--- src/rtl/adc_cfg_pkg.sv ---
// Package for the converter configuration write decoder.
// Assumes a single clock domain on clk; serial pins arrive asynchronous.
package adc_cfg_pkg;
  // ******************************************************************
  // Frame layout
  // ******************************************************************
  localparam int unsigned FRAME_BITS   = 16;
  localparam int unsigned HEADER_BITS  = 3;
  localparam int unsigned CTRL_BITS    = 12;
  localparam int unsigned RANGE_BITS   = 8;
  localparam int unsigned SEQ_BITS     = 4;
  localparam int unsigned AUTO_PD_EDGE = 15;

  localparam logic [2:0] HDR_CTRL  = 3'h4;
  localparam logic [2:0] HDR_RANGE = 3'h5;
  localparam logic [2:0] HDR_SEQ   = 3'h7;

  // ******************************************************************
  // Control word fields and reset values
  // ******************************************************************
  localparam int unsigned CW_ADDR_HI  = 11;
  localparam int unsigned CW_ADDR_LO  = 10;
  localparam int unsigned CW_MODE_HI  = 9;
  localparam int unsigned CW_MODE_LO  = 8;
  localparam int unsigned CW_PWR_HI   = 7;
  localparam int unsigned CW_PWR_LO   = 6;
  localparam int unsigned CW_CODING   = 5;
  localparam int unsigned CW_REF      = 4;
  localparam int unsigned CW_SEQ_A    = 3;
  localparam int unsigned CW_SEQ_B    = 2;

  localparam logic [11:0] CTRL_RESET  = 12'h000;
  localparam logic [7:0]  RANGE_RESET = 8'h00;
  localparam logic [3:0]  SEQ_RESET   = 4'h0;

  // Input pairing codes
  localparam logic [1:0] PAIR_SINGLE  = 2'h0;
  localparam logic [1:0] PAIR_PSEUDO2 = 2'h1;
  localparam logic [1:0] PAIR_DIFF2   = 2'h2;
  localparam logic [1:0] PAIR_PSEUDO3 = 2'h3;

  // Negative input select: 0..3 input n, 4 analog ground return
  localparam logic [2:0] NEG_ANALOG_GROUND_RETURN = 3'h4;

  typedef enum logic [1:0] {
    PWR_NORMAL   = 2'h0,
    PWR_STANDBY  = 2'h1,
    PWR_AUTO_OFF = 2'h2,
    PWR_FULL_OFF = 2'h3
  } power_mode_t;

  typedef enum logic [1:0] {
    SEQ_OFF_A  = 2'h0,
    SEQ_LIST   = 2'h1,
    SEQ_UPTO   = 2'h2,
    SEQ_OFF_B  = 2'h3
  } seq_mode_t;
endpackage : adc_cfg_pkg

--- src/rtl/pin_sync.sv ---
// Two-flop synchroniser for one asynchronous pin.
// Assumes the input is a level that may change at any time.
`timescale 1ns/1ns
`default_nettype none
module pin_sync #(
  parameter logic RESET_VAL = 1'b0  // Level held in both flops during reset
) (
  input  wire logic clk,    // System clock
  input  wire logic reset,  // Synchronous reset
  input  wire logic ce,     // Clock enable
  input  wire logic d,      // Asynchronous input
  output logic      q       // Synchronised level
);
  logic meta_q;

  // First flop feeds only the second
  always_ff @(posedge clk) begin
    if (reset) begin
      meta_q <= RESET_VAL;
      q      <= RESET_VAL;
    end else if (ce) begin
      meta_q <= d;
      q      <= meta_q;
    end
  end
endmodule : pin_sync
`default_nettype wire

--- src/rtl/channel_map.sv ---
// Maps channel address and input pairing to the analog input selects.
// Assumes registered inputs; purely combinational.
`timescale 1ns/1ns
`default_nettype none
module channel_map
  import adc_cfg_pkg::*;
(
  input  wire logic [1:0] addr,      // Channel address
  input  wire logic [1:0] pairing,   // Input pairing code
  output logic      [2:0] pos_sel,   // Positive input index
  output logic      [2:0] neg_sel,   // Negative input index or ground
  output logic            invalid    // Selection not allowed
);
  always_comb begin
    pos_sel = {1'b0, addr};
    neg_sel = NEG_ANALOG_GROUND_RETURN;
    invalid = 1'b0;
    unique case (pairing)
      PAIR_PSEUDO3: begin
        neg_sel = 3'h3;
        invalid = (addr == 2'h3);
      end
      PAIR_DIFF2, PAIR_PSEUDO2: begin
        pos_sel = addr[1] ? 3'h2 : 3'h0;
        neg_sel = addr[1] ? 3'h3 : 3'h1;
      end
      PAIR_SINGLE: begin
        pos_sel = {1'b0, addr};
        neg_sel = NEG_ANALOG_GROUND_RETURN;
      end
    endcase
  end
endmodule : channel_map
`default_nettype wire

--- src/rtl/adc_config_write_decoder.sv ---
// Serial write decoder and control word for a four-channel converter.
// Assumes sclk, sdin and cs_n come from the host asynchronously, and that
// the converter core pulses conv_start when it begins a conversion.
`timescale 1ns/1ns
`default_nettype none
module adc_config_write_decoder
  import adc_cfg_pkg::*;
#(
  parameter int unsigned CHANNELS = 4
) (
  input  wire logic                  clk,            // System clock, 100 MHz
  input  wire logic                  reset,          // Synchronous reset, active high
  input  wire logic                  ce,             // Clock enable
  input  wire logic                  sclk,           // Serial clock pin
  input  wire logic                  cs_n,           // Frame select pin, active low
  input  wire logic                  sdin,           // Serial data input pin
  input  wire logic                  conv_start,     // Core starts a conversion
  output logic      [11:0]           ctrl_word_q,    // Active control word
  output logic      [1:0]            channel_addr_q, // Channel or last channel
  output logic      [1:0]            pairing_q,      // Input pairing
  output logic      [2:0]            pos_sel_q,      // Positive input index
  output logic      [2:0]            neg_sel_q,      // Negative index, 4 = ground
  output logic                       sel_invalid_q,  // Address invalid in pairing
  output power_mode_t                power_mode_q,   // Power mode
  output logic                       straight_bin_q, // Result in straight binary
  output logic                       int_ref_q,      // Internal reference enable
  output seq_mode_t                  seq_mode_q,     // Sequencer mode
  output logic      [2*CHANNELS-1:0] range_q,        // Two range bits per channel
  output logic      [CHANNELS-1:0]   seq_mask_q,     // Channels in the sequence
  output logic                       powered_down_q, // Circuitry powered down
  output logic                       ref_alive_q,    // Reference kept powered
  output logic                       frame_done_q    // Pulse at frame end
);
  // ******************************************************************
  // Pin synchronisers
  // ******************************************************************
  logic sclk_s, cs_n_s, sdin_s;

  // Reset levels match the idle pins, so no false edge follows reset
  pin_sync #(
    .RESET_VAL (1'b1)
  ) u_sync_sclk (
    .clk   (clk),
    .reset (reset),
    .ce    (ce),
    .d     (sclk),
    .q     (sclk_s)
  );

  pin_sync #(
    .RESET_VAL (1'b1)
  ) u_sync_cs (
    .clk   (clk),
    .reset (reset),
    .ce    (ce),
    .d     (cs_n),
    .q     (cs_n_s)
  );

  pin_sync #(
    .RESET_VAL (1'b0)
  ) u_sync_din (
    .clk   (clk),
    .reset (reset),
    .ce    (ce),
    .d     (sdin),
    .q     (sdin_s)
  );

  logic sclk_prev_q;
  logic cs_prev_q;
  logic sclk_fall;
  logic sclk_rise;
  logic frame_begin;

  // Two flops and the edge register put about three clocks behind each pin edge
  always_ff @(posedge clk) begin
    if (reset) begin
      sclk_prev_q <= 1'b1;
      cs_prev_q   <= 1'b1;
    end else if (ce) begin
      sclk_prev_q <= sclk_s;
      cs_prev_q   <= cs_n_s;
    end
  end

  // Host launches on rising edge, device samples on falling edge
  assign sclk_fall   = sclk_prev_q & ~sclk_s;
  assign sclk_rise   = ~sclk_prev_q & sclk_s;
  assign frame_begin = cs_prev_q & ~cs_n_s;

  // ******************************************************************
  // Frame shifter
  // ******************************************************************
  logic [4:0]  bit_cnt_q;
  logic [15:0] shift_q;
  logic [15:0] shift_d;
  logic        last_bit;

  // Sampling on the synchronised fall gives the data half a link period to settle
  assign shift_d  = {shift_q[14:0], sdin_s};
  assign last_bit = sclk_fall & ~cs_n_s & (bit_cnt_q == 5'(FRAME_BITS - 1));

  always_ff @(posedge clk) begin
    if (reset) begin
      bit_cnt_q <= 5'h00;
      shift_q   <= 16'h0000;
    end else if (ce) begin
      if (cs_n_s || frame_begin) begin
        // Aborted frames restart cleanly on the next select
        bit_cnt_q <= 5'h00;
      end else if (sclk_fall && bit_cnt_q < 5'(FRAME_BITS)) begin
        // Count stops at sixteen, so overrun clocks never reach last_bit
        bit_cnt_q <= bit_cnt_q + 5'h01;
        shift_q   <= shift_d;
      end
    end
  end

  // ******************************************************************
  // Register decode and load
  // ******************************************************************
  logic [2:0]  header;
  logic [11:0] pending_q;
  logic        pending_vld_q;
  logic        ctrl_wr;
  logic        hdr_arm;

  // Header sits in the top three bits of the full frame
  assign header  = shift_d[15:13];
  assign ctrl_wr = last_bit && header == HDR_CTRL;
  // The header is whole at the third fall, early enough to arm the
  // automatic power modes before the fifteenth rising edge.
  assign hdr_arm = sclk_fall & ~cs_n_s & (bit_cnt_q == 5'(HEADER_BITS - 1))
                   & (shift_d[2:0] == HDR_CTRL);

  always_ff @(posedge clk) begin
    if (reset) begin
      range_q    <= {(2*CHANNELS){1'b0}};
      seq_mask_q <= {CHANNELS{1'b0}};
    end else if (ce && last_bit) begin
      // Header 0xx and 110 fall through and change nothing
      // Range and sequence load at once; only the control word is staged
      unique case (header)
        HDR_RANGE: range_q    <= shift_d[12 -: RANGE_BITS];
        HDR_SEQ:   seq_mask_q <= shift_d[12 -: SEQ_BITS];
        default: ;
      endcase
    end
  end

  // Payload waits in a staging word until the core starts a conversion,
  // so a conversion already running keeps its settings.
  always_ff @(posedge clk) begin
    if (reset) begin
      pending_q     <= CTRL_RESET;
      pending_vld_q <= 1'b0;
      ctrl_word_q   <= CTRL_RESET;
    end else if (ce) begin
      if (ctrl_wr) begin
        // Reserved frame bit 12 is dropped; the word is frame bits 11..0
        pending_q     <= shift_d[CTRL_BITS-1:0];
        pending_vld_q <= 1'b1;
      end else if (conv_start && pending_vld_q) begin
        pending_vld_q <= 1'b0;
      end
      // A write landing with conv_start waits for the following start
      if (conv_start && pending_vld_q && !ctrl_wr) begin
        ctrl_word_q <= pending_q;
      end
    end
  end

  // ******************************************************************
  // Decoded settings
  // ******************************************************************
  logic [2:0] pos_sel;
  logic [2:0] neg_sel;
  logic       sel_invalid;

  // Selection follows the active word, so it too waits for conv_start;
  // the extra flop below keeps every output straight from a register.
  channel_map u_map (
    .addr    (ctrl_word_q[CW_ADDR_HI:CW_ADDR_LO]),
    .pairing (ctrl_word_q[CW_MODE_HI:CW_MODE_LO]),
    .pos_sel (pos_sel),
    .neg_sel (neg_sel),
    .invalid (sel_invalid)
  );

  always_ff @(posedge clk) begin
    if (reset) begin
      channel_addr_q <= 2'h0;
      pairing_q      <= PAIR_SINGLE;
      pos_sel_q      <= 3'h0;
      neg_sel_q      <= NEG_ANALOG_GROUND_RETURN;
      sel_invalid_q  <= 1'b0;
      power_mode_q   <= PWR_NORMAL;
      straight_bin_q <= 1'b0;
      int_ref_q      <= 1'b0;
      seq_mode_q     <= SEQ_OFF_A;
    end else if (ce) begin
      channel_addr_q <= ctrl_word_q[CW_ADDR_HI:CW_ADDR_LO];
      pairing_q      <= ctrl_word_q[CW_MODE_HI:CW_MODE_LO];
      pos_sel_q      <= pos_sel;
      neg_sel_q      <= neg_sel;
      sel_invalid_q  <= sel_invalid;
      power_mode_q   <= power_mode_t'(ctrl_word_q[CW_PWR_HI:CW_PWR_LO]);
      // Held for every sequenced channel until a conv_start applies the next control write
      straight_bin_q <= ctrl_word_q[CW_CODING];
      int_ref_q      <= ctrl_word_q[CW_REF];
      seq_mode_q     <= seq_mode_t'(ctrl_word_q[CW_SEQ_A:CW_SEQ_B]);
    end
  end

  // ******************************************************************
  // Power state
  // ******************************************************************
  logic       auto_armed_q;
  logic [1:0] pm_new;
  logic [1:0] pm_mid;
  logic       auto_edge;

  // Control payload is frame bits 11..0, so the finished frame holds the
  // power field where the control word does.
  assign pm_new    = shift_d[CW_PWR_HI:CW_PWR_LO];
  // At the fifteenth rising edge only fifteen bits are in, one place lower
  assign pm_mid    = shift_q[CW_PWR_HI-1:CW_PWR_LO-1];
  assign auto_edge = auto_armed_q & sclk_rise & ~cs_n_s & (bit_cnt_q == 5'(AUTO_PD_EDGE));

  // Auto modes power down on the fifteenth rising edge of a frame that
  // wrote the control word; a new frame select wakes the circuitry.
  // Full shutdown, once conv_start has made it active, is not left on a new select; a normal write ends it, a standby write restores the reference.
  always_ff @(posedge clk) begin
    if (reset) begin
      auto_armed_q   <= 1'b0;
      powered_down_q <= 1'b0;
      ref_alive_q    <= 1'b1;
    end else if (ce) begin
      if (frame_begin) begin
        auto_armed_q <= 1'b0;
        if (power_mode_q != PWR_FULL_OFF) begin
          powered_down_q <= 1'b0;
          ref_alive_q    <= 1'b1;
        end
      end
      if (hdr_arm) begin
        auto_armed_q <= 1'b1;
      end
      if (ctrl_wr && pm_new == PWR_FULL_OFF) begin
        powered_down_q <= 1'b1;
        ref_alive_q    <= 1'b0;
      end else if (ctrl_wr && pm_new == PWR_NORMAL) begin
        powered_down_q <= 1'b0;
        ref_alive_q    <= 1'b1;
      end else if (auto_edge && (pm_mid == PWR_AUTO_OFF || pm_mid == PWR_STANDBY)) begin
        powered_down_q <= 1'b1;
        ref_alive_q    <= (pm_mid == PWR_STANDBY);
      end
    end
  end

  // ******************************************************************
  // Frame completion strobe
  // ******************************************************************
  // No serial output exists, so the registers cannot be read back.
  // Pulse marks every full frame, ignored headers included.
  always_ff @(posedge clk) begin
    if (reset) begin
      frame_done_q <= 1'b0;
    end else if (ce) begin
      frame_done_q <= last_bit;
    end
  end
endmodule : adc_config_write_decoder
`default_nettype wire

--- config.mk ---
export PLATFORM = sky130hd
export DESIGN_NAME = adc_config_write_decoder
export DESIGN_NICKNAME = d
export VERILOG_FILES = /design/src/rtl/adc_cfg_pkg.sv /design/src/rtl/pin_sync.sv /design/src/rtl/channel_map.sv /design/src/rtl/adc_config_write_decoder.sv
export SDC_FILE = /design/constraint.sdc
export NUM_CORES = 1
export LEC_CHECK = 0
export ABC_AREA = 1
export BUFFER_PORTS_ARGS = -buffer_cell sky130_fd_sc_hd__buf_2
export CAP_MARGIN = 20
export CORE_ASPECT_RATIO = 0.7
export CORE_MARGIN = 2
export CORE_UTILIZATION = 56
export DETAILED_ROUTE_END_ITERATION = 10
export PLACE_DENSITY = 0.83
export SLEW_MARGIN = 10
export SYNTH_ARGS = -nofsm -noshare
export SYNTH_HDL_FRONTEND = slang
export SYNTH_SLANG_ARGS = --single-unit
--- constraint.sdc ---
create_clock -name clk -period 2.2 [get_ports clk]
set_input_delay 0.11 -clock clk [delete_from_list [all_inputs] [get_ports clk]]
set_output_delay 0.11 -clock clk [all_outputs]
set_load 0.03 [all_outputs]
==> flow_summary.toml, run 1 <==
[cts]
clock_sinks = 84
root_buffer = "clkbuf_8"
htreeDepth = 3
clk_path_buf_depth = 2
tritoncts = "built"
worstSkewPairLatency_ps = 360
path_clk_slew_ps = 90
cts_setup_buffers = 0
numCtsBuffers = 9

[timing]
holdWs_ps = 156
max_freq_ghz = 0.527
setup_viol = 0
setup_ws_ps = 302
slew_violations = 0
min_period_ps = 1900
worst_pin_slew_ps = 582
clock_skew_ps = 9.83
slew_headroom_pct = 61.1
setup_tns_ps = 0
hold_viol = 0
period_share_pct = 86.3
rsz0062_at_grt = "false"

[synth]
synthCells = 421
synth.area.top_cells = "dfxtp_1, a21oi_1, nor2_1, nand2_1, o21ai_0"
synth_area_um2 = 3290
synth_cell_types = 29
yosysWarnings = 0
synth_edf_count = 0
yosysTopAreaCell = "dfxtp_1"
synth.net_count = 437
syn_avg_cell_area_um2 = 7.83
synth_ff_type = "dfxtp_1"
yosysSeqAreaShare_pct = 51.0
synth-async-reset-ratio_pct = 0
ys_ff_latch = 84
yosysTopAreaCellShare_pct = 51.0

[die]
core_area_um2 = 5700
num_rows = 23
start_util_pct = 57.8
num_io_pins = 51
dieArea_um2 = 6520
dieWidth_um = 95.7
die_h_um = 68.2

[drt]
via_per_inst = 5.41
drt_iter0_drc = 192
drc = 0
first_pass_iters = 4
routedWlPerCell_um = 13.7
vias = 2958
ant_nets = 0
totalWireLength_um = 7520

[setup_path]
worst-endpoint-required_ps = 2440
cp-end-kind = "register"
reg2reg_from = "bit_cnt_q[0]"
start_kind = "register"
startpoint = "bit_cnt_q[0]"
reg2reg_to = "seq_mask_q[0]"
critPathKind = "register to register"
path_max_fanout = 5
reg2regPathDepth = 11
worst_ep_arrival_time_ps = 2140
r2r_slack_ps = 300

[grt]
grt_max_degree = 39
grt_pass1_wl_um = 12200
grt.overflow.total = 0
grt_pass1_vias = 2645
grtUsageMet1_pct = 32.0
antenna_found_initial = 0
use_met3_pct = 9.14
gr-usage-met2_pct = 39.5
top_usage_layer = "met2"
grt.total_usage_pct = 24.9

[pwr]
p_int_uw = 2290
p_seq_share_pct = 52.5
power_frac_clock_pct = 42.8
ir_worst_vdd_mv = 0.554
comb_power_share_pct = 4.7
power_density_nw_per_um2 = 772
p_sw_share_pct = 22.9
cellLeakagePower_uw = 0.00166
p_sw_uw = 678

[placed_design]
port_buffers = 49
place_area_um2 = 3570
hpwl_um = 5020
place_ws_ps = 262
dp.cells = 528
place_congestion = 0.797

[cells_and_area]
diodes = 0
fin_cells = 547
fin_nets = 483
final_area_um2 = 3840
area_delta_synth_final_pct = 16.6
drive_gt1_share_pct = 18.4

[run_status]
status = "finished, final reports clean"

[min_path]
hold-path-endpoint = "neg_sel_q[2]"
holdCritStartpoint = "reset"
holdPathStages = 4
hold_class = "input port to register"

[run]
max_cap_violations = 0
[logic make-up (layout without fill, tap and decap cells)]
logic type,after synthesis,count (layout),share of synthesized area (%)
AO/OA/AOI/OAI,103,103,16.0
adder cells (fa/ha/maj),9,9,3.42
buffers and inverters,50,101,6.61
other,1,1,0.114
AND/OR/NAND/NOR,173,173,22.6
XOR/XNOR,1,1,0.266
flip-flops,84,84,51.0
[layout by cell type (no fill, tap or decap), drive strengths merged, types with 9 or more instances in the layout]
master / instances
dfxtp: 84
nor2: 72
nand2: 63
buf: 57
a21oi: 51
o21ai: 47
nand3: 31
inv: 25
clkbuf: 11
ha: 9
[worst max path at each step]
stage | end | slack, ps | cells after the start
final | seq_mask_q[0] | 300 | 11
after floorplan | range_q[0] | 600 | 11
after detailed placement | ctrl_word_q[9] | 260 | 11
after CTS | ctrl_word_q[8] | 220 | 11
after global placement | pending_vld_q | 390 | 11
after global routing | ctrl_word_q[8] | 70 | 11
[routing by layer]
metal / vias up / wire, µm
met5: - / 0
li1: 1467 / -
met3: 13 / 463
met4: 0 / 106
met2: 91 / 3490
met1: 1387 / 3460
[what timing repair did]
| action | CTS | global route |
|---|---|---|
| hold buffers | 3 | 0 |
| endpoints found under the hold margin | 3 | 0 |
| setup endpoints to repair | 0 | 1 |
| resized for setup | 0 | 1 |
[synthesized netlist by cell type, types with 2 or more instances]
cell,count
nor2_2,3
inv_2,5
o211ai_1,3
nand2_2,3
nor2_4,2
nand3_1,30
nand2_1,60
inv_1,20
clkbuf_1,13
o21ai_1,8
dfxtp_1,84
nand3b_1,3
buf_2,6
nor2_1,67
ha_1,9
buf_4,4
a21oi_1,51
o21ai_0,39
[sequential cells by signal, indices dropped and copies added (netlist names), 2 cells and up]
signal,cells
pending_q,12
ctrl_word_q,12
pos_sel_q,2
seq_mask_q,4
seq_mode_q,2
pairing_q,2
neg_sel_q,3
shift_q,15
bit_cnt_q,5
power_mode_q,2
range_q,8
[stage by stage]
stage	util [%]	total power, µW
after floorplan	-	1690
after global placement	62.6	1720
after detailed placement	62.6	1730
after CTS	67.3	2970
after global routing	67.4	3070
final	67.4	2960
[power groups by stage]
stage          registers, µW  logic [µW]  clock network [µW]
2_1_floorplan           1610        74.7                   0
3_3_place_gp            1590         129                   0
3_5_place_dp            1590         134                   0
4_1_cts                 1560         139                1280
5_1_grt                 1560         153                1350
6_report                1560         138                1270
[area by class of cell]
class,count,area [µm²]
fill,474,1860
sequential,84,1680
multi-input combinational,287,1400
timing repair buffer,60,335
clock buffer,11,151
inverter,25,93.8
tap,75,93.8
clock inverter,5,83.8
[worst max-delay path, cell delays in order, from the launching register on]
cell     delay, ps
dfxtp_1        390
ha_1           180
nand2_1         70
nor2_1         100
ha_1           170
inv_1           70
nor2_4         130
nand2_1        140
nor2_2         240
inv_1          130
nand2_1         90
a21oi_1         60
(Power assumes the default switching activity.)
==> run 2: changes to the inputs <==
Settings changed: ABC_CLOCK_PERIOD_IN_PS from default to 2200, RECOVER_POWER from default to 50.
==> flow_summary.toml, run 2 (synthesized netlist as in run 1, its figures left out) <==
[grt]
antenna_found_initial = 0
grt_pass1_vias = 2645
grt.overflow.total = 0
grt.total_usage_pct = 24.9
grt_pass1_wl_um = 12200
grt_max_degree = 39

[timing]
clock_skew_ps = 9.33
max_freq_ghz = 0.520
slew_headroom_pct = 24.7
period_share_pct = 87.5
setup_viol = 0
min_period_ps = 1920
setup_ws_ps = 276
slew_violations = 0
rsz0062_at_grt = "false"
setup_tns_ps = 0
worst_pin_slew_ps = 1130
hold_viol = 0

[cells_and_area]
drive_gt1_share_pct = 8.90
diodes = 0
fillers = 491
most-common-layout-cells = "dfxtp_1, nor2_1, nand2_1"
area_delta_synth_final_pct = 14.7
fin_nets = 483
top_regs = "shift_q: 15 flops, ctrl_word_q: 12 flops, pending_q: 12 flops"
largest_register_ffs = 15
layout_commonest_cell = "dfxtp_1"
regMostFlops = "shift_q"

[setup_path]
reg2regPathDepth = 11
reg2reg_to = "seq_mask_q[0]"
critPathKind = "register to register"
worst-endpoint-required_ps = 2440
start_kind = "register"
worst_ep_arrival_time_ps = 2170
cp-end-kind = "register"
reg2reg_from = "bit_cnt_q[0]"
path_max_fanout = 5
r2r_slack_ps = 280

[drt]
first_pass_iters = 5
totalWireLength_um = 7600
drc = 0
vias = 2965
via_per_inst = 5.42
drt_iter0_drc = 219
ant_nets = 0
routedWlPerCell_um = 13.9

[min_path]
holdCritStartpoint = "reset"
hold_class = "input port to register"
hold-path-endpoint = "neg_sel_q[2]"
holdPathStages = 4

[cts]
clock_sinks = 84
clk_path_buf_depth = 2
root_buffer = "clkbuf_8"
path_clk_slew_ps = 90
htreeDepth = 3
tritoncts = "built"
worstSkewPairLatency_ps = 360
numCtsBuffers = 9

[die]
dieWidth_um = 95.7
core_area_um2 = 5700
die_h_um = 68.2
num_rows = 23
num_io_pins = 51
start_util_pct = 57.8
dieArea_um2 = 6520

[pwr]
p_sw_uw = 679
ir_worst_vdd_mv = 0.553
p_sw_share_pct = 22.9
p_seq_share_pct = 52.6
power_density_nw_per_um2 = 783
cellLeakagePower_uw = 0.00148
comb_power_share_pct = 4.5
p_int_uw = 2280
power_frac_clock_pct = 42.8

[placed_design]
place_congestion = 0.797
place_ws_ps = 262
hpwl_um = 5020
port_buffers = 49

[run_status]
status = "finished, final reports clean"

[run]
max_cap_violations = 0
[run 2: worst max path at each step]
stage	start	endpoint	slack (ps)	cells past startpoint
6_report	bit_cnt_q[0]	seq_mask_q[0]	280	11
3_5_place_dp	bit_cnt_q[0]	ctrl_word_q[9]	260	11
3_3_place_gp	bit_cnt_q[0]	pending_vld_q	390	11
5_1_grt	bit_cnt_q[0]	seq_mask_q[3]	60	11
2_1_floorplan	bit_cnt_q[0]	range_q[0]	600	11
4_1_cts	bit_cnt_q[0]	ctrl_word_q[8]	220	11
[run 2: what timing repair did]
action | CTS | global route
hold buffers | 3 | 0
gates resized for setup | 0 | 1
endpoints found under the hold margin | 3 | 0
buffers inserted | 0 | 0
setup endpoints to repair | 0 | 1
[run 2: worst max-delay path, stage by stage (launching register included)]
cell and delay (ps):
dfxtp_1 390, ha_1 180, nand2_1 70, nor2_1 100
ha_1 170, inv_1 70, nor2_4 130, nand2_1 140
nor2_2 270, inv_1 130, nand2_1 90, a21oi_1 60
[run 2: layer usage]
layer	vias to the layer above	share of wire, %	GRT usage [%]
li1	1465	-	-
met1	1384	46	32.0
met2	104	46	39.5
met3	12	6.8	9.14
met4	0	1.3	7.50
met5	-	0	0
[run 2: layout make-up]
| cell class | instances | area [µm²] | area share, % |
|---|---|---|---|
| Multi-Input combinational cell | 287 | 1400 | 37.1 |
| Clock buffer | 11 | 151 | 4.01 |
| Timing Repair Buffer | 60 | 274 | 7.25 |
| Sequential cell | 84 | 1680 | 44.5 |
| Tap cell | 75 | 93.8 | 2.48 |
| Clock inverter | 5 | 83.8 | 2.22 |
| Inverter | 25 | 93.8 | 2.48 |
[run 2: power by group through the flow]
| stage | Sequential (µW) | Clock (µW) | Combinational [µW] |
|---|---|---|---|
| floorplan | 1610 | 0 | 74.7 |
| global placement | 1590 | 0 | 129 |
| detailed placement | 1590 | 0 | 134 |
| CTS | 1560 | 1280 | 139 |
| global route | 1560 | 1350 | 148 |
| finish | 1560 | 1270 | 134 |
[run 2: through the flow]
step / power, µW / std cells / hold WS, ps / cell area, µm² / utilization [%]
floorplan: 1690 / 421 / 236 / 3290 / -
global placement: 1720 / 528 / 324 / 3570 / 62.6
CTS: 2970 / 547 / 148 / 3830 / 67.3
detailed placement: 1730 / 528 / 331 / 3570 / 62.6
global route: 3060 / 547 / 162 / 3780 / 66.3
finish: 2960 / 547 / 156 / 3780 / 66.3
